## config.mk

```make
export PLATFORM = sky130hd
export DESIGN_NAME = pif_flags
export DESIGN_NICKNAME = d
export VERILOG_FILES = /design/src/pif_pkg.sv /design/src/pif_short_timer.sv /design/src/pif_flags.sv
export SDC_FILE = /design/constraint.sdc
export NUM_CORES = 1
export LEC_CHECK = 0
export ABC_AREA = 1
export ABC_CLOCK_PERIOD_IN_PS = 1290
export BUFFER_PORTS_ARGS = -buffer_cell sky130_fd_sc_hd__clkbuf_2
export CORE_ASPECT_RATIO = 1.5
export CORE_MARGIN = 1.5
export CORE_UTILIZATION = 52
export DETAILED_ROUTE_END_ITERATION = 10
export GPL_TIMING_DRIVEN = 0
export PLACE_DENSITY = 0.74
export SYNTH_ARGS = -nofsm -noshare
export SYNTH_HDL_FRONTEND = slang
export SYNTH_SLANG_ARGS = --single-unit
```

## constraint.sdc

```tcl
create_clock -name mclk -period 1.29 [get_ports mclk]
set_input_delay 0.1935 -clock mclk [delete_from_list [all_inputs] [get_ports mclk]]
set_output_delay 0.1935 -clock mclk [all_outputs]
set_load 0.05 [all_outputs]
```

## src/pif_pkg.sv

```systemverilog
// constants and carrier types of the interrupt flag block
// assumes a single 10 MHz clock and a byte-wide register port from the serial slave
package pif_pkg;

   // ****************************************
   // register offsets
   // ****************************************
   localparam logic [7:0] PIF_ADDR_RESET = 8'h18;
   localparam logic [7:0] PIF_ADDR_TOP   = 8'h19;
   localparam logic [7:0] PIF_ADDR_RSTF  = 8'h1A;
   localparam logic [7:0] PIF_ADDR_REGF  = 8'h1B;
   localparam logic [7:0] PIF_ADDR_LIVE  = 8'h1D;
   localparam logic [7:0] PIF_ADDR_MASK  = 8'h20;

   // ****************************************
   // field positions and reset values
   // ****************************************
   localparam int PIF_TOP_PG_DROP  = 7;
   localparam int PIF_TOP_REG_SUM  = 5;
   localparam int PIF_TOP_EXT_CLK  = 4;
   localparam int PIF_TOP_THERMAL  = 2;
   localparam int PIF_TOP_OVERVOLT = 1;
   localparam int PIF_TOP_MEAS     = 0;
   localparam int PIF_RSTF_EVENT   = 0;
   localparam int PIF_SWRST_BIT    = 0;
   localparam int PIF_REG_ILIM     = 0;
   localparam int PIF_REG_SHORT    = 1;
   localparam int PIF_REG_PG       = 2;
   localparam int PIF_REG_STRIDE   = 4;
   localparam int PIF_LIVE_PG      = 7;
   localparam int PIF_LIVE_CLK_BAD = 4;
   localparam int PIF_LIVE_THERMAL = 2;
   localparam int PIF_LIVE_OVP     = 1;

   localparam logic [7:0] PIF_TOP_W1C    = 8'h97;
   localparam logic [7:0] PIF_REGF_W1C   = 8'h77;
   localparam logic [7:0] PIF_RSTF_W1C   = 8'h01;
   localparam logic [7:0] PIF_MASK_WR    = 8'h95;
   localparam logic [7:0] PIF_FLAG_RESET = 8'h00;
   localparam logic [7:0] PIF_MASK_RESET = 8'h00;

   // ****************************************
   // timing
   // ****************************************
   localparam int PIF_CLK_PERIOD_NS = 100;
   localparam int PIF_SHORT_TIME_NS = 1000000;
   localparam int PIF_SHORT_CYCLES  =
      (PIF_SHORT_TIME_NS + PIF_CLK_PERIOD_NS - 1) / PIF_CLK_PERIOD_NS;

   // ****************************************
   // carriers
   // ****************************************
   typedef struct packed {
      logic       wr;
      logic [7:0] addr;
      logic [7:0] data;
   } pif_req_type;

   typedef struct packed {
      logic       ext_clk_present;
      logic       thermal_warning;
      logic       overvoltage;
      logic       meas_done;
      logic       analog_supply_low;
      logic       power_good_pin;
      logic [1:0] reg_pg_event;
      logic [1:0] reg_below_short;
      logic [1:0] reg_ilim_active;
   } pif_event_type;

endpackage

```

## src/pif_short_timer.sv

```systemverilog
// short-circuit qualifier for one regulator
// assumes the below-threshold level is synchronous to mclk
`timescale 1ns/1ps
module pif_short_timer
   import pif_pkg::*;
#(
   parameter int SHORT_CYCLES = PIF_SHORT_CYCLES
) (
   input  wire logic mclk,
   input  wire logic reset,
   input  wire logic below,
   output logic      hit
);
   localparam int CW = $clog2(SHORT_CYCLES + 1);

   if (SHORT_CYCLES < 1) begin : g_bad
      $error("pif_short_timer: SHORT_CYCLES must be at least 1");
   end

   typedef struct packed {
      logic [CW-1:0] cnt;
      logic          hit;
   } pif_timer_state_type;

   pif_timer_state_type state_q;
   pif_timer_state_type state_d;

   // ****************************************
   // qualification counter
   // ****************************************
   always_comb begin
      state_d     = state_q;
      state_d.hit = 1'b0;
      if (!below) begin
         state_d.cnt = '0;
      end else if (state_q.cnt != CW'(SHORT_CYCLES)) begin
         state_d.cnt = state_q.cnt + CW'(1);
         // fires once per continuous low period
         if (state_d.cnt == CW'(SHORT_CYCLES)) begin   // [RULE13]
            state_d.hit = 1'b1;
         end
      end
   end

   always_ff @(posedge mclk) begin
      if (reset) begin
         state_q <= '0;
      end else begin
         state_q <= state_d;
      end
   end

   assign hit = state_q.hit;

   property p_hit_count;
      @(posedge mclk) disable iff (reset)
      state_q.hit |-> (state_q.cnt == CW'(SHORT_CYCLES)) && $past(below);
   endproperty
   a_hit_count: assert property (p_hit_count) else $error("short flag without full count"); // [RULE13]

   property p_count_clears;
      @(posedge mclk) disable iff (reset)
      !below |=> (state_q.cnt == '0) && !state_q.hit;
   endproperty
   a_count_clears: assert property (p_count_clears) else $error("short count not cleared"); // [RULE13]

endmodule

```

## src/pif_flags.sv

```systemverilog
// latched interrupt flags of the dual regulator controller
// assumes all event inputs and the register port are synchronous to mclk
//
// Notes on behaviour
// RULE1 - top bit 5 is set whenever any regulator flag is pending
// RULE2 - top bit 5 ignores host writes; it clears when regulator flags all clear
// RULE3 - top bit 4 latches when the external clock appears or disappears
// RULE4 - top bit 2 latches when die temperature rises above warning level
// RULE5 - latched thermal flag is separate from the live thermal status bit
// RULE6 - top bit 1 latches when input voltage exceeds the overvoltage level
// RULE7 - an overvoltage event disables regulators and forces both general outputs low
// RULE8 - top bit 0 latches when a new load current result is ready
// RULE9 - top flags stay set until the host writes 1 to them
// RULE10 - reset flag bit 0 latches on analog undervoltage or software reset
// RULE11 - such a reset disables regulators, restores defaults, restarts, keeps reset flag
// RULE12 - regulator power-good events latch bit 6 and bit 2
// RULE13 - output below short threshold over 1 ms latches bit 5 and bit 1
// RULE14 - active current limit latches bit 4 and bit 0
// RULE15 - regulator flags clear by writing 1; bits 7 and 3 read zero
// RULE16 - top bit 7 latches when the power-good pin goes inactive
// RULE17 - a mask bit blocks the interrupt but never the live status
// RULE18 - writing 1 to the software reset bit resets, reloads and self-clears
// RULE19 - writing 0 keeps a flag; an event during a clear keeps it set
`timescale 1ns/1ps
module pif_flags
   import pif_pkg::*;
#(
   parameter int SHORT_CYCLES = PIF_SHORT_CYCLES
) (
   input  wire logic          mclk,
   input  wire logic          reset,
   input  wire pif_req_type   reg_req,
   input  wire pif_event_type events,
   output logic [7:0]         rd_data,
   output logic               irq_n,
   output logic               regulators_off,
   output logic               general_outputs_low,
   output logic               restart,
   output logic               software_reset_bit
);

   if (SHORT_CYCLES < 1) begin : g_bad
      $error("pif_flags: SHORT_CYCLES must be at least 1");
   end

   // ****************************************
   // state
   // ****************************************
   typedef struct packed {
      logic [7:0]    top;
      logic [7:0]    rstf;
      logic [7:0]    regf;
      logic [7:0]    mask;
      logic [7:0]    rd_data;
      pif_event_type prev;
      logic          irq_n;
      logic          reg_off;
      logic          gpo_low;
      logic          restart;
      logic          swrst;
   } pif_state_type;

   pif_state_type state_q;
   pif_state_type state_d;
   logic [1:0]    short_hit;
   logic          restart_evt;
   logic          sw_req;
   logic          uv_rise;

   // ****************************************
   // helpers
   // ****************************************
   function automatic logic hit_wr(input pif_req_type r, input logic [7:0] a);
      hit_wr = r.wr && (r.addr == a);
   endfunction

   function automatic logic [7:0] w1c(input logic [7:0] cur, input pif_req_type r,
                                      input logic [7:0] a, input logic [7:0] allow);
      w1c = hit_wr(r, a) ? (cur & ~(r.data & allow)) : cur;
   endfunction

   // ****************************************
   // short-circuit qualifiers
   // ****************************************
   for (genvar i = 0; i < 2; i++) begin : g_short
      pif_short_timer #(
         .SHORT_CYCLES (SHORT_CYCLES)
      ) u_timer (
         .mclk  (mclk),
         .reset (reset),
         .below (events.reg_below_short[i]),
         .hit   (short_hit[i])
      );
   end

   assign sw_req      = hit_wr(reg_req, PIF_ADDR_RESET) && reg_req.data[PIF_SWRST_BIT];
   assign uv_rise     = events.analog_supply_low && !state_q.prev.analog_supply_low;
   assign restart_evt = sw_req || uv_rise;

   // ****************************************
   // next state
   // ****************************************
   always_comb begin
      state_d         = state_q;
      state_d.prev    = events;
      state_d.reg_off = 1'b0;
      state_d.restart = 1'b0;
      state_d.swrst   = 1'b0;

      if (restart_evt) begin
         // defaults restored, only the reset flag survives
         state_d.top                 = PIF_FLAG_RESET;                   // [RULE11]
         state_d.regf                = PIF_FLAG_RESET;                   // [RULE11]
         state_d.mask                = PIF_MASK_RESET;                   // [RULE11]
         state_d.gpo_low             = 1'b0;
         state_d.rstf                = PIF_FLAG_RESET;
         state_d.rstf[PIF_RSTF_EVENT] = 1'b1;                            // [RULE10]
         state_d.reg_off             = 1'b1;                             // [RULE11]
         state_d.restart             = 1'b1;                             // [RULE11]
         state_d.swrst               = sw_req;                           // [RULE18]
      end else begin
         // clears first so that a same-cycle event wins
         state_d.top  = w1c(state_q.top, reg_req, PIF_ADDR_TOP, PIF_TOP_W1C);    // [RULE9] [RULE19]
         state_d.regf = w1c(state_q.regf, reg_req, PIF_ADDR_REGF, PIF_REGF_W1C); // [RULE15] [RULE19]
         state_d.rstf = w1c(state_q.rstf, reg_req, PIF_ADDR_RSTF, PIF_RSTF_W1C); // [RULE19]
         if (hit_wr(reg_req, PIF_ADDR_MASK)) begin
            state_d.mask = reg_req.data & PIF_MASK_WR;
         end

         if (state_q.prev.power_good_pin && !events.power_good_pin) begin
            state_d.top[PIF_TOP_PG_DROP] = 1'b1;                        // [RULE16]
         end
         if (state_q.prev.ext_clk_present != events.ext_clk_present) begin
            state_d.top[PIF_TOP_EXT_CLK] = 1'b1;                        // [RULE3]
         end
         if (events.thermal_warning && !state_q.prev.thermal_warning) begin
            state_d.top[PIF_TOP_THERMAL] = 1'b1;                        // [RULE4]
         end
         if (events.overvoltage && !state_q.prev.overvoltage) begin
            state_d.top[PIF_TOP_OVERVOLT] = 1'b1;                       // [RULE6]
            state_d.reg_off               = 1'b1;                       // [RULE7]
            state_d.gpo_low               = 1'b1;                       // [RULE7]
         end
         if (events.meas_done) begin
            state_d.top[PIF_TOP_MEAS] = 1'b1;                           // [RULE8]
         end

         for (int i = 0; i < 2; i++) begin
            if (events.reg_pg_event[i]) begin
               state_d.regf[i*PIF_REG_STRIDE + PIF_REG_PG] = 1'b1;      // [RULE12]
            end
            if (short_hit[i]) begin
               state_d.regf[i*PIF_REG_STRIDE + PIF_REG_SHORT] = 1'b1;   // [RULE13]
            end
            if (events.reg_ilim_active[i] && !state_q.prev.reg_ilim_active[i]) begin
               state_d.regf[i*PIF_REG_STRIDE + PIF_REG_ILIM] = 1'b1;    // [RULE14]
            end
         end
      end

      // summary follows the regulator flags, never the host
      state_d.top[PIF_TOP_REG_SUM] = |state_d.regf;                    // [RULE1] [RULE2]

      // masked flags stay visible but do not interrupt
      state_d.irq_n = !(|(state_d.top & ~state_d.mask) || state_d.rstf[PIF_RSTF_EVENT]); // [RULE17]

      case (reg_req.addr)
         PIF_ADDR_TOP:   state_d.rd_data = state_q.top;
         PIF_ADDR_RSTF:  state_d.rd_data = state_q.rstf;
         PIF_ADDR_REGF:  state_d.rd_data = state_q.regf;
         PIF_ADDR_MASK:  state_d.rd_data = state_q.mask;
         PIF_ADDR_LIVE: begin
            // live bits come from the inputs, not the latched flags
            state_d.rd_data                   = 8'h00;
            state_d.rd_data[PIF_LIVE_PG]      = events.power_good_pin;
            state_d.rd_data[PIF_LIVE_CLK_BAD] = !events.ext_clk_present;
            state_d.rd_data[PIF_LIVE_THERMAL] = events.thermal_warning; // [RULE5]
            state_d.rd_data[PIF_LIVE_OVP]     = events.overvoltage;
         end
         PIF_ADDR_RESET: state_d.rd_data = 8'h00;                       // [RULE18]
         default:        state_d.rd_data = 8'h00;
      endcase
   end

   always_ff @(posedge mclk) begin
      if (reset) begin
         state_q       <= '0;
         state_q.irq_n <= 1'b1;
      end else begin
         state_q <= state_d;
      end
   end

   assign rd_data             = state_q.rd_data;
   assign irq_n               = state_q.irq_n;
   assign regulators_off      = state_q.reg_off;
   assign general_outputs_low = state_q.gpo_low;
   assign restart             = state_q.restart;
   assign software_reset_bit  = state_q.swrst;

   // ****************************************
   // checks
   // ****************************************
   property p_sum_set;
      @(posedge mclk) disable iff (reset)
      (state_q.regf != 8'h00) |-> state_q.top[PIF_TOP_REG_SUM];
   endproperty
   a_sum_set: assert property (p_sum_set) else $error("summary flag missing"); // [RULE1]

   property p_sum_fall;
      @(posedge mclk) disable iff (reset)
      $fell(state_q.top[PIF_TOP_REG_SUM]) |-> (state_q.regf == 8'h00);
   endproperty
   a_sum_fall: assert property (p_sum_fall) else $error("summary cleared too early"); // [RULE2]

   property p_ext_clk;
      @(posedge mclk) disable iff (reset)
      (events.ext_clk_present != state_q.prev.ext_clk_present) && !restart_evt
         |=> state_q.top[PIF_TOP_EXT_CLK];
   endproperty
   a_ext_clk: assert property (p_ext_clk) else $error("clock change not latched"); // [RULE3]

   property p_thermal;
      @(posedge mclk) disable iff (reset)
      $rose(events.thermal_warning) && !restart_evt |=> state_q.top[PIF_TOP_THERMAL];
   endproperty
   a_thermal: assert property (p_thermal) else $error("thermal warning not latched"); // [RULE4]

   property p_live_thermal;
      @(posedge mclk) disable iff (reset)
      (reg_req.addr == PIF_ADDR_LIVE)
         |=> state_q.rd_data[PIF_LIVE_THERMAL] == $past(events.thermal_warning);
   endproperty
   a_live_thermal: assert property (p_live_thermal) else $error("live thermal wrong"); // [RULE5]

   property p_overvolt;
      @(posedge mclk) disable iff (reset)
      $rose(events.overvoltage) && !restart_evt
         |=> state_q.top[PIF_TOP_OVERVOLT] && state_q.reg_off && state_q.gpo_low;
   endproperty
   a_overvolt: assert property (p_overvolt) else $error("overvoltage not handled"); // [RULE6] [RULE7]

   property p_meas;
      @(posedge mclk) disable iff (reset)
      events.meas_done && !restart_evt |=> state_q.top[PIF_TOP_MEAS];
   endproperty
   a_meas: assert property (p_meas) else $error("measurement flag missing"); // [RULE8]

   property p_hold;
      @(posedge mclk) disable iff (reset)
      state_q.top[PIF_TOP_MEAS] && !restart_evt
         && !(hit_wr(reg_req, PIF_ADDR_TOP) && reg_req.data[PIF_TOP_MEAS])
         |=> state_q.top[PIF_TOP_MEAS];
   endproperty
   a_hold: assert property (p_hold) else $error("flag lost without clear"); // [RULE9] [RULE19]

   property p_uv;
      @(posedge mclk) disable iff (reset)
      uv_rise |=> state_q.rstf[PIF_RSTF_EVENT] && state_q.restart && state_q.reg_off
                  && (state_q.regf == 8'h00) ##1 state_q.rstf[PIF_RSTF_EVENT];
   endproperty
   a_uv: assert property (p_uv) else $error("undervoltage restart wrong"); // [RULE10] [RULE11]

   property p_pg_event;
      @(posedge mclk) disable iff (reset)
      events.reg_pg_event[1] && !restart_evt |=> state_q.regf[PIF_REG_STRIDE + PIF_REG_PG];
   endproperty
   a_pg_event: assert property (p_pg_event) else $error("power-good event lost"); // [RULE12]

   property p_reserved;
      @(posedge mclk) disable iff (reset)
      (state_q.regf & ~PIF_REGF_W1C) == 8'h00;
   endproperty
   a_reserved: assert property (p_reserved) else $error("reserved bit set"); // [RULE15]

   property p_pg_drop;
      @(posedge mclk) disable iff (reset)
      $fell(events.power_good_pin) && !restart_evt |=> state_q.top[PIF_TOP_PG_DROP];
   endproperty
   a_pg_drop: assert property (p_pg_drop) else $error("power-good drop lost"); // [RULE16]

   property p_mask;
      @(posedge mclk) disable iff (reset)
      !restart_evt && (state_q.top != 8'h00) && ((state_q.top & ~state_q.mask) == 8'h00)
         && (state_q.rstf == 8'h00) && !reg_req.wr && (events == state_q.prev)
         && !events.meas_done && (events.reg_pg_event == 2'b00) && (short_hit == 2'b00)
         |=> state_q.irq_n;
   endproperty
   a_mask: assert property (p_mask) else $error("masked flag raised interrupt"); // [RULE17]

   property p_swrst;
      @(posedge mclk) disable iff (reset)
      sw_req |=> state_q.swrst && state_q.rstf[PIF_RSTF_EVENT] ##1 !state_q.swrst;
   endproperty
   a_swrst: assert property (p_swrst) else $error("software reset wrong"); // [RULE18]

endmodule

```

==> impl_summary.txt, run 1 <==
----------------------------------------------------
[Synthesis]
  Dominant combinational cell family by area after synthesis ... simple AND/OR/NAND/NOR gates
  Cell type with the highest aggregate area in the netlist ... sky130_fd_sc_hd__dfxtp_1
  Post-synthesis sequential element count ... 75
  Share of synthesized area spent on multiplexers ... 0%
  Area share of xor/xnor cells in the synthesized design ... 3.213%
  Simple logic cell fraction of the synthesized area ... 32.52%
  Largest cells by area after synthesis ... sky130_fd_sc_hd__dfxtp_1 (42%), sky130_fd_sc_hd__nor2_1 (11%), sky130_fd_sc_hd__nand2_1 (9.3%)
  Post-synthesis share of cell area spent on full adders, half adders and majority gates ... 1.412%
  Nets in the synthesized netlist ... 545
  Seq/Total Area, Yosys ... 42.37%
  Synthesized cell area ... 0.003543 sq mm
  Compound-Gate Fraction of Synth Area ... 8.545%
  Avg Cell Area, Syn ... 6.948 sq um
  Number of distinct library cells after synthesis ... 31
  Area share of the largest cell type after synthesis ... 42.37%
  Number of instances in the synthesized netlist ... 510
  Total number of yosys warnings ... 0

[STA]
  Final Critical Period ... 1.552 ns
  Hold Fails Final Rpt ... 0
  Worst setup skew after layout ... 0.01033 ns
  Max-slew violation count ... 0
  Max Fclk ... 644.3 MHz
  Setup-violating endpoint count in the final report ... 12
  Final total negative setup slack ... -1.441 ns
  RSZ-0062 raised after global routing ... true
  Setup slack after layout ... -0.2621 ns
  Worst max-slew margin expressed relative to the limit ... 55.73%
  Final worst-path cycle share ... 120.3%
  Slew at the pin closest to its max-slew limit ... 0.6641 ns

[Global route]
  Vias in the first global route ... 3211
  Wire length of the first global-routing pass ... 13.79 mm
  Antenna violations before repair ... 0
  Pin count of the biggest net entering global routing ... 13
  Grt total ovfl ... 0
  Total track usage ... 23.57%

[Pwr]
  PD cells ... 939.1 mW/mm^2
  Maximum vdd drop ... 0.6528 mV
  Power after layout ... 4.404 mW
  Static leakage ... 2.142 nW

[Cells and area]
  Post-Layout Cell Count ... 670
  # nets final ... 624
  Layout-stage area growth over the synthesis result ... 32.34%
  Proportion of layout cells with a drive suffix above 1 ... 32.49%
  Count of inserted antenna diode cells ... 0
  FILL cells ... 503

[Job]
  Count of max-cap constraint violations ... 0

[Drt]
  Number of routed nets with antenna violations ... 0
  Count of TritonRoute iterations in the first routing pass ... 8
  Drt via density ... 5.397
  Final wirelength ... 9.574 mm
  DRC violation total after the first TritonRoute iteration ... 193
  Detailed-route wire length per cell ... 14.29 um
  DR DRC count ... 0
  Overall via count from detail_route ... 3616

[Setup path]
  Critical Path Start Type ... flop
  Critical Path AT ... 1.84 ns
  Critical path fanouts, max ... 3
  Kind of capture point of the worst setup path ... flop
  Class of the most critical setup path ... reg2reg
  Required time of the worst setup path ... 1.58 ns

[Floorplanning]
  Number of I/O pins ... 44
  Starting density of the core ... 54.25%
  Core Box Area ... 0.006531 sq mm
  DIE WIDTH ... 70.40 um
  Height of the chip ... 104.1 um
  Die area ... 0.007329 sq mm
  Placement row count ... 36

[CTS]
  TritonCTS clock tree ... yes
  Deepest level of the CTS H-tree ... 3
  Clock input transition at the sequential cells of the worst setup and hold paths ... 0.08 ns
  Clock root buffer ... sky130_fd_sc_hd__clkbuf_8
  Sinks on Clock Net ... 75
  CTS hold repair buffers ... 0
  Maximum buffer depth of the clock tree ... 2
  Clock latency at the later pin of the worst-skew pair ... 0.35 ns
  CTS Buf Count ... 9

[Status]
  Violations in the final reports ... setup timing
  Run status ... finished, violations left

[Worst hold path]
  Path class of the lowest-slack min-delay path ... in2reg

[Place]
  Routability congestion estimate ... 0.8743
  HPWL after DPL ... 6.219 mm
  Number of buffers added on ports ... 41
  Worst slack, placed ... -0.4391 ns
  Placed instance count ... 627

----------------------------------------------------
==> sequential cells by signal, summed over array words and instances, names as in the netlist <==
name,count
rd_data,8
g_short.u_timer.hit,2
general_outputs_low,1
state_q,32
irq_n,1
software_reset_bit,1
restart,1
g_short.u_timer.state_q,28
regulators_off,1
==> power by group <==
| part | internal, mW | switching [mW] | total (mW) |
|---|---|---|---|
| logic | 0.143 | 0.259 | 0.402 |
| clock network | 0.750 | 0.875 | 1.62 |
| registers | 2.35 | 0.0281 | 2.38 |
| total | 3.24 | 1.16 | 4.40 |
==> worst max-delay path, stage by stage (launching register included) <==
cell	delay [ns]
sky130_fd_sc_hd__dfxtp_4	0.38
sky130_fd_sc_hd__ha_4	0.15
sky130_fd_sc_hd__nand2_4	0.06
sky130_fd_sc_hd__nor2_4	0.11
sky130_fd_sc_hd__nand2_4	0.07
sky130_fd_sc_hd__xor2_1	0.21
sky130_fd_sc_hd__nand4_1	0.16
sky130_fd_sc_hd__nor2_2	0.14
sky130_fd_sc_hd__nand3b_1	0.10
sky130_fd_sc_hd__nor3_2	0.11
==> what timing repair did <==
action,CTS,global route
gates cloned,0,1
setup buffers,12,14
endpoints found under the setup margin,15,58
pin swaps,18,36
resized for setup,39,97
hold endpoints to repair,0,0
==> final timing paths <==
check                                 from                endpoint  slack (ns)  cells past startpoint
max          g_short[0].u_timer.state_q[1]  g_short[0].u_timer.hit       -0.26                      9
min                              events[7]             state_q[12]        0.05                      3
max reg2reg  g_short[0].u_timer.state_q[1]  g_short[0].u_timer.hit       -0.26                      9
min reg2reg                    state_q[52]             state_q[52]        0.45                      2
==> layer usage <==
layer	vias to the layer above	track usage (%)	share of wire, %
met1	1677	24.40	37
met3	36	4.651	5.3
li1	1760	-	-
met5	-	0	0
met4	0	13.05	4.1
met2	143	43.13	54
==> cells by family (layout without fill, tap and decap cells) <==
group | count (synthesis) | count (layout)
XOR/XNOR | 13 | 13
buffers and inverters | 103 | 187
adder cells (fa/ha/maj) | 4 | 4
AND/OR/NAND/NOR | 260 | 260
flip-flops | 75 | 75
AO/OA/AOI/OAI | 55 | 55
==> cells in the mapped netlist (all sizes together) <==
cell / instances
o21ai: 23
o211ai: 1
clkbuf: 4
nand3: 25
nand2: 91
inv: 86
or2: 3
o221ai: 3
a31oi: 3
dfxtp: 75
ha: 4
xnor2: 2
nand3b: 4
a21oi: 22
o22ai: 1
nand4: 16
buf: 13
xor2: 11
nor3: 14
nor2: 105
a41oi: 1
nor4: 2
o211a: 1
==> placed cells by master, fill, tap and decap left out, types with 8 or more instances in the layout <==
| cell type | synthesis | final |
|---|---|---|
| sky130_fd_sc_hd__nand3_1 | 23 | 18 |
| sky130_fd_sc_hd__nand4_1 | 16 | 16 |
| sky130_fd_sc_hd__clkbuf_8 | 0 | 10 |
| sky130_fd_sc_hd__nand2_1 | 88 | 74 |
| sky130_fd_sc_hd__clkbuf_2 | 0 | 43 |
| sky130_fd_sc_hd__nand2_4 | 0 | 8 |
| sky130_fd_sc_hd__a21oi_1 | 22 | 21 |
| sky130_fd_sc_hd__inv_1 | 84 | 76 |
| sky130_fd_sc_hd__dfxtp_2 | 0 | 10 |
| sky130_fd_sc_hd__o21ai_1 | 1 | 9 |
| sky130_fd_sc_hd__nand2_2 | 3 | 8 |
| sky130_fd_sc_hd__nor2_2 | 0 | 10 |
| sky130_fd_sc_hd__xor2_1 | 11 | 9 |
| sky130_fd_sc_hd__buf_4 | 8 | 27 |
| sky130_fd_sc_hd__nor2_4 | 2 | 8 |
| sky130_fd_sc_hd__o21ai_0 | 22 | 9 |
| sky130_fd_sc_hd__dfxtp_4 | 0 | 8 |
| sky130_fd_sc_hd__dfxtp_1 | 75 | 57 |
| sky130_fd_sc_hd__nor2_1 | 103 | 87 |
==> layout make-up <==
type                       instances  area, sq um  share of cell area, %
tap                               76        95.09                  2.028
clock buffer                      12        145.1                  3.095
sequential                        75         1544                  32.92
buffer                            17        122.6                  2.615
multi-input combinational        332         1977                  42.16
clock inverter                     4        26.28                 0.5603
inverter                          86        330.3                  7.044
timing repair buffer              68        449.2                  9.578
==> stage by stage <==
stage	hold slack [ns]	instance area [sq um]	utilization, %
after global placement	0.4079	3876	59.35
after CTS	0.04176	4264	65.29
after floorplan	0.3140	3576	-
final	0.05003	4690	71.80
after detailed placement	0.4203	3876	59.35
after global routing	0.05822	4690	71.80
(Power assumes the default switching activity.)
==> inputs of run 2 (changes only) <==
--- a/config.mk
+++ b/config.mk
@@ -11,6 +11,7 @@
 export CORE_ASPECT_RATIO = 1.5
 export CORE_MARGIN = 1.5
 export CORE_UTILIZATION = 52
+export CTS_BUF_LIST = sky130_fd_sc_hd__clkbuf_16
 export DETAILED_ROUTE_END_ITERATION = 10
 export GPL_TIMING_DRIVEN = 0
 export PLACE_DENSITY = 0.74
==> impl_summary.txt, run 2 (same netlist as run 1, synthesis figures left out) <==
----------------------------------------------------
[Status]
  Run status ... finished, violations left
  Violations in the final reports ... setup timing

[Floorplanning]
  DIE WIDTH ... 70.40 um (unchanged)
  Core Box Area ... 0.006531 sq mm (unchanged)
  Height of the chip ... 104.1 um (unchanged)
  Starting density of the core ... 54.25% (unchanged)
  Placement row count ... 36 (unchanged)
  Number of I/O pins ... 44 (unchanged)
  Die area ... 0.007329 sq mm (unchanged)

[Setup path]
  Sequence of cells on the critical path ... buf_4 > nand3_4 > nor3_4 > buf_4 > nand3_1 > nand2_1 > nand4_1 > nor2_1 > nand3_1 > nor2_1
  Highest-delay cell along the critical path ... sky130_fd_sc_hd__dfxtp_4
  Kind of capture point of the worst setup path ... flop
  Worst path bufs/invs ... 2 (+2)
  Required time of the worst setup path ... 1.56 ns (-0.02 ns)
  Critical Path AT ... 1.89 ns (+0.05 ns)
  Largest stage delay on the critical path ... 0.37 ns (about the same)
  Cell type group with the largest total delay on the critical path ... simple AND/OR/NAND/NOR gates
  Critical Path Start Type ... flop
  Critical path fanouts, max ... 4 (+1)
  Class of the most critical setup path ... reg2reg

[Global route]
  Wire length of the first global-routing pass ... 14.83 mm (+7.6%)
  Vias in the first global route ... 3371 (+5.0%)
  Antenna violations before repair ... 0 (unchanged)
  Pin count of the biggest net entering global routing ... 13 (unchanged)
  Total track usage ... 25.33% (+1.8 points)
  Grt total ovfl ... 0 (unchanged)

[STA]
  Minimum hold slack ... 0.07105 ns (+0.02102 ns)
  RSZ-0062 raised after global routing ... true
  Final Critical Period ... 1.625 ns (+0.07299 ns)
  Worst max-slew margin expressed relative to the limit ... 58.70% (+3.0 points)
  Max Fclk ... 615.3 MHz (-4.5%)
  Final worst-path cycle share ... 126.0% (+5.7 points)
  Setup-violating endpoint count in the final report ... 19 (+7)
  Slew at the pin closest to its max-slew limit ... 0.6194 ns (-0.04466 ns)
  Hold Fails Final Rpt ... 0 (unchanged)
  Setup slack after layout ... -0.3351 ns (-0.07299 ns)
  Worst setup skew after layout ... 0.007240 ns (-0.003091 ns)
  Max-slew violation count ... 0 (unchanged)

[Cells and area]
  Layout-stage area growth over the synthesis result ... 36.93%
  FILL cells ... 488 (-3.0%)
  Proportion of layout cells with a drive suffix above 1 ... 33.28% (+0.79 points)
  Count of inserted antenna diode cells ... 0 (unchanged)
  Commonest cells after routing, fill and taps aside ... sky130_fd_sc_hd__nor2_1 (86), sky130_fd_sc_hd__inv_1 (79), sky130_fd_sc_hd__nand2_1 (72)
  Largest reg by FF count ... state_q
  Post-Layout Cell Count ... 674 (+0.60%)
  # nets final ... 628 (+0.64%)
  Flip-flop count of the largest register, all copies and words added ... 32 (unchanged)
  Leading cell type in the layout, fill and taps excluded ... sky130_fd_sc_hd__nor2_1

[Drt]
  Number of routed nets with antenna violations ... 0 (unchanged)
  DRC violation total after the first TritonRoute iteration ... 229 (+19%)
  Count of TritonRoute iterations in the first routing pass ... 7 (-1)
  Final wirelength ... 9.998 mm (+4.4%)
  Drt via density ... 5.418 (+0.40%)
  DR DRC count ... 0 (unchanged)
  Detailed-route wire length per cell ... 14.83 um (+3.8%)
  Overall via count from detail_route ... 3652 (+1.0%)

[CTS]
  Clock latency at the later pin of the worst-skew pair ... 0.33 ns (-0.02 ns)
  CTS hold repair buffers ... 0 (unchanged)
  Clock root buffer ... sky130_fd_sc_hd__clkbuf_16
  Maximum buffer depth of the clock tree ... 2 (unchanged)
  Sinks on Clock Net ... 75 (unchanged)
  CTS Buf Count ... 9 (unchanged)
  TritonCTS clock tree ... yes
  Deepest level of the CTS H-tree ... 3 (unchanged)
  Clock input transition at the sequential cells of the worst setup and hold paths ... 0.06 ns (-0.02 ns)

[Place]
  HPWL after DPL ... 6.219 mm (unchanged)
  Placed instance count ... 627 (unchanged)
  Number of buffers added on ports ... 41 (unchanged)
  Worst slack, placed ... -0.4391 ns (unchanged)
  Routability congestion estimate ... 0.8743 (unchanged)

[Worst hold path]
  Path class of the lowest-slack min-delay path ... in2reg

[Pwr]
  Maximum vdd drop ... 0.9302 mV (+43%)
  Static leakage ... 2.211 nW (+3.2%)
  PD cells ... 1033 mW/mm^2 (+10%)

[Job]
  Count of max-cap constraint violations ... 0 (unchanged)

----------------------------------------------------
## run 2: per-layer routing
metal / wire length (um) / vias to the layer above / share of wire, % / global-route usage, %
li1: - / 1767 / - / -
met1: 3752 / 1696 / 38 / 25.95
met2: 5220 / 137 / 52 / 46.29
met3: 494 / 52 / 4.9 / 5.426
met4: 529 / 0 / 5.3 / 14.15
met5: 0 / - / 0 / 0
## run 2: stage by stage
| step | util [%] | TNS [ns] | instance area [sq um] | power (mW) |
|---|---|---|---|---|
| after global placement | 59.35 | -10.67 | 3876 | 2.749 |
| after global routing | 74.29 | -3.738 | 4852 | 5.168 |
| final | 74.29 | -2.092 | 4852 | 5.014 |
| after floorplan | - | -0.1483 | 3576 | 2.637 |
| after detailed placement | 59.35 | -11.86 | 3876 | 2.758 |
| after CTS | 68.18 | -1.370 | 4453 | 4.962 |
## run 2: area by class of cell
type,count,area [sq um],area share (%)
clock inverter,7,37.54,0.7736
timing repair buffer,73,481.7,9.928
clock buffer,9,225.2,4.642
buffer,16,117.6,2.424
tap,76,95.09,1.960
sequential,75,1544,31.82
multi-input combinational,332,2011,41.44
inverter,86,340.3,7.014
## run 2: report_power, final
group	internal, mW	total, mW	switching, mW
Clock	1.28	2.24	0.965
Combinational	0.142	0.397	0.255
Sequential	2.35	2.38	0.0266
Total	3.77	5.01	1.25
## run 2: worst paths after layout
| kind | slack (ns) | cells past startpoint | start | endpoint |
|---|---|---|---|---|
| min | 0.07 | 3 | events[7] | state_q[12] |
| max | -0.34 | 10 | g_short[1].u_timer.state_q[1] | g_short[1].u_timer.hit |
| max reg2reg | -0.34 | 10 | g_short[1].u_timer.state_q[1] | g_short[1].u_timer.hit |
| min reg2reg | 0.44 | 2 | state_q[52] | state_q[52] |
## run 2: tightest hold or removal path: cells and delay by family
kind	cells	cell delay, ns
simple gates	1	0.04
buf+inv	2	0.14
## run 2: timing repair
action | CTS | global route
resized for setup | 57 | 90
setup endpoints to repair | 16 | 58
pin swaps | 33 | 39
setup buffers | 18 | 14
gates cloned | 0 | 0
==> inputs of run 3 (changes only) <==
--- a/config.mk
+++ b/config.mk
@@ -15,6 +15,7 @@
 export DETAILED_ROUTE_END_ITERATION = 10
 export GPL_TIMING_DRIVEN = 0
 export PLACE_DENSITY = 0.74
+export RECOVER_POWER = 25
 export SYNTH_ARGS = -nofsm -noshare
 export SYNTH_HDL_FRONTEND = slang
 export SYNTH_SLANG_ARGS = --single-unit
==> impl_summary.txt, run 3 (same netlist as run 1, synthesis figures left out) <==
----------------------------------------------------
[CTS]
  Deepest level of the CTS H-tree ... 3 (unchanged)
  CTS Buf Count ... 9 (unchanged)
  Clock latency at the later pin of the worst-skew pair ... 0.33 ns (about the same)
  Maximum buffer depth of the clock tree ... 2 (unchanged)
  CTS hold repair buffers ... 0 (unchanged)
  Clock root buffer ... sky130_fd_sc_hd__clkbuf_16
  TritonCTS clock tree ... yes
  Clock input transition at the sequential cells of the worst setup and hold paths ... 0.06 ns (about the same)
  Sinks on Clock Net ... 75 (unchanged)

[Setup path]
  Critical Path Start Type ... flop
  Sequence of cells on the critical path ... ha_4 > nand2_8 > nor2_2 > nand2_1 > nand2_1 > nand2_1 > inv_1 > nand4_1 > nor2_1 > nand3_1 > nor2_1
  Critical Path AT ... 1.89 ns (about the same)
  Critical path fanouts, max ... 4 (unchanged)
  Required time of the worst setup path ... 1.56 ns (about the same)
  Largest stage delay on the critical path ... 0.37 ns (about the same)
  Highest-delay cell along the critical path ... sky130_fd_sc_hd__dfxtp_4
  Kind of capture point of the worst setup path ... flop
  CP dominant cell by count ... sky130_fd_sc_hd__nand2_1
  Class of the most critical setup path ... reg2reg

[Global route]
  Total track usage ... 25.33% (unchanged)
  Wire length of the first global-routing pass ... 14.83 mm (unchanged)
  Most Used Layer, Global Route ... met2
  Antenna violations before repair ... 0 (unchanged)
  Pin count of the biggest net entering global routing ... 13 (unchanged)
  Grt met2 use ... 46.29% (unchanged)
  Grt met3 use ... 5.426% (unchanged)
  Vias in the first global route ... 3371 (unchanged)
  Met1 demand-to-capacity share in global routing ... 25.95% (unchanged)
  Grt total ovfl ... 0 (unchanged)

[STA]
  Minimum hold slack ... 0.07027 ns (-0.0007878 ns)
  Setup-violating endpoint count in the final report ... 41 (+22)
  Setup slack after layout ... -0.3329 ns (+0.002169 ns)
  Worst setup skew after layout ... 0.007554 ns (+0.0003140 ns)
  Worst max-slew margin expressed relative to the limit ... 58.40% (-0.30 points)
  Slew at the pin closest to its max-slew limit ... 0.6240 ns (+0.004529 ns)
  Max Fclk ... 616.2 MHz (+0.13%)
  RSZ-0062 raised after global routing ... true
  Max-slew violation count ... 0 (unchanged)
  Hold Fails Final Rpt ... 0 (unchanged)
  Final worst-path cycle share ... 125.8% (-0.17 points)
  Final Critical Period ... 1.623 ns (-0.002169 ns)

[Cells and area]
  Summed area of non-filler cells in the final layout ... 0.004838 sq mm (-0.28%)
  Proportion of layout cells with a drive suffix above 1 ... 32.78% (-0.50 points)
  # nets final ... 628 (unchanged)
  Commonest cells after routing, fill and taps aside ... sky130_fd_sc_hd__nor2_1 (86), sky130_fd_sc_hd__inv_1 (79), sky130_fd_sc_hd__nand2_1 (73)
  Count of inserted antenna diode cells ... 0 (unchanged)
  Layout-stage area growth over the synthesis result ... 36.55%
  Leading cell type in the layout, fill and taps excluded ... sky130_fd_sc_hd__nor2_1
  Largest reg by FF count ... state_q
  Flip-flop count of the largest register, all copies and words added ... 32 (unchanged)
  Final design utilization ... 74.08% (-0.21 points)

[Floorplanning]
  Starting density of the core ... 54.25% (unchanged)
  Core Box Area ... 0.006531 sq mm (unchanged)
  Die area ... 0.007329 sq mm (unchanged)
  DIE WIDTH ... 70.40 um (unchanged)
  Height of the chip ... 104.1 um (unchanged)
  Number of I/O pins ... 44 (unchanged)
  Placement row count ... 36 (unchanged)

[Drt]
  DR DRC count ... 0 (unchanged)
  Final wirelength ... 10.02 mm (+0.23%)
  Drt via density ... 5.412 (-0.11%)
  Detailed-route wire length per cell ... 14.87 um (+0.23%)
  DRC violation total after the first TritonRoute iteration ... 240 (+4.8%)
  Count of TritonRoute iterations in the first routing pass ... 5 (-2)
  Overall via count from detail_route ... 3648 (-0.11%)
  Number of routed nets with antenna violations ... 0 (unchanged)

[Place]
  Post-place instance area ... 0.003876 sq mm (unchanged)
  Routability congestion estimate ... 0.8743 (unchanged)
  HPWL after DPL ... 6.219 mm (unchanged)
  Number of buffers added on ports ... 41 (unchanged)

[Worst hold path]
  Path class of the lowest-slack min-delay path ... in2reg

[Status]
  Violations in the final reports ... setup timing
  Run status ... finished, violations left

[Pwr]
  Static leakage ... 2.208 nW (-0.14%)
  Maximum vdd drop ... 0.9308 mV (about the same)
  PD cells ... 1037 mW/mm^2 (+0.38%)

[Job]
  Count of max-cap constraint violations ... 0 (unchanged)

----------------------------------------------------
[run 3: cell counts in the layout (fill, tap and decap cells not counted)]
Identical to the previous run, type by type.
[run 3: what timing repair did]
action / CTS / global route
endpoints found under the hold margin: 0 / 0
setup endpoints to repair: 16 / 58
gates resized for setup: 57 / 90
pin swaps: 33 / 39
buffers inserted: 18 / 14
[run 3: critical path, delay by kind of cell, from the launching register on]
family	cells	cell delay [ns]
adders and majority gates	1	0.17
buffers and inverters	1	0.06
DFF	1	0.37
and+or+nand+nor	9	0.97
[run 3: area by class of cell]
type,count,area [sq um]
multi-input cells,332,1998
fillers,490,1693
flip-flops and latches,75,1544
repair buffers,73,480.5
inverters,86,340.3
clock buffers,9,225.2
plain buffers,16,117.6
well taps,76,95.09
clock inverters,7,37.54
[run 3: through the flow]
step / cells / power, mW / TNS, ns / setup slack (ns)
after floorplan: 510 / 2.637 / -0.1483 / -0.06821
after global placement: 627 / 2.749 / -10.67 / -0.4252
after global routing: 674 / 5.165 / -8.933 / -0.4682
after detailed placement: 627 / 2.758 / -11.86 / -0.4391
after CTS: 661 / 4.962 / -1.370 / -0.2325
final: 674 / 5.019 / -4.576 / -0.3329
[run 3: routing by layer]
metal	vias up	wire (um)
met4	0	468
met5	-	0
met2	135	5313
met1	1701	3753
li1	1767	-
met3	45	485
[run 3: path summary, 6_finish.rpt]
path	start	endpoint	slack, ns	depth (start not counted)
max reg2reg	g_short[1].u_timer.state_q[1]	g_short[1].u_timer.hit	-0.33	11
max	g_short[1].u_timer.state_q[1]	g_short[1].u_timer.hit	-0.33	11
min	events[7]	state_q[12]	0.07	3
min reg2reg	state_q[52]	state_q[52]	0.44	2
[run 3: report_power, final]
| part | internal (mW) | switching, mW | leakage [nW] | total [mW] |
|---|---|---|---|---|
| combinational | 0.140 | 0.252 | 1.45 | 0.392 |
| sequential | 2.35 | 0.0269 | 0.620 | 2.38 |
| clock | 1.28 | 0.973 | 0.135 | 2.25 |
| total | 3.77 | 1.25 | 2.21 | 5.02 |
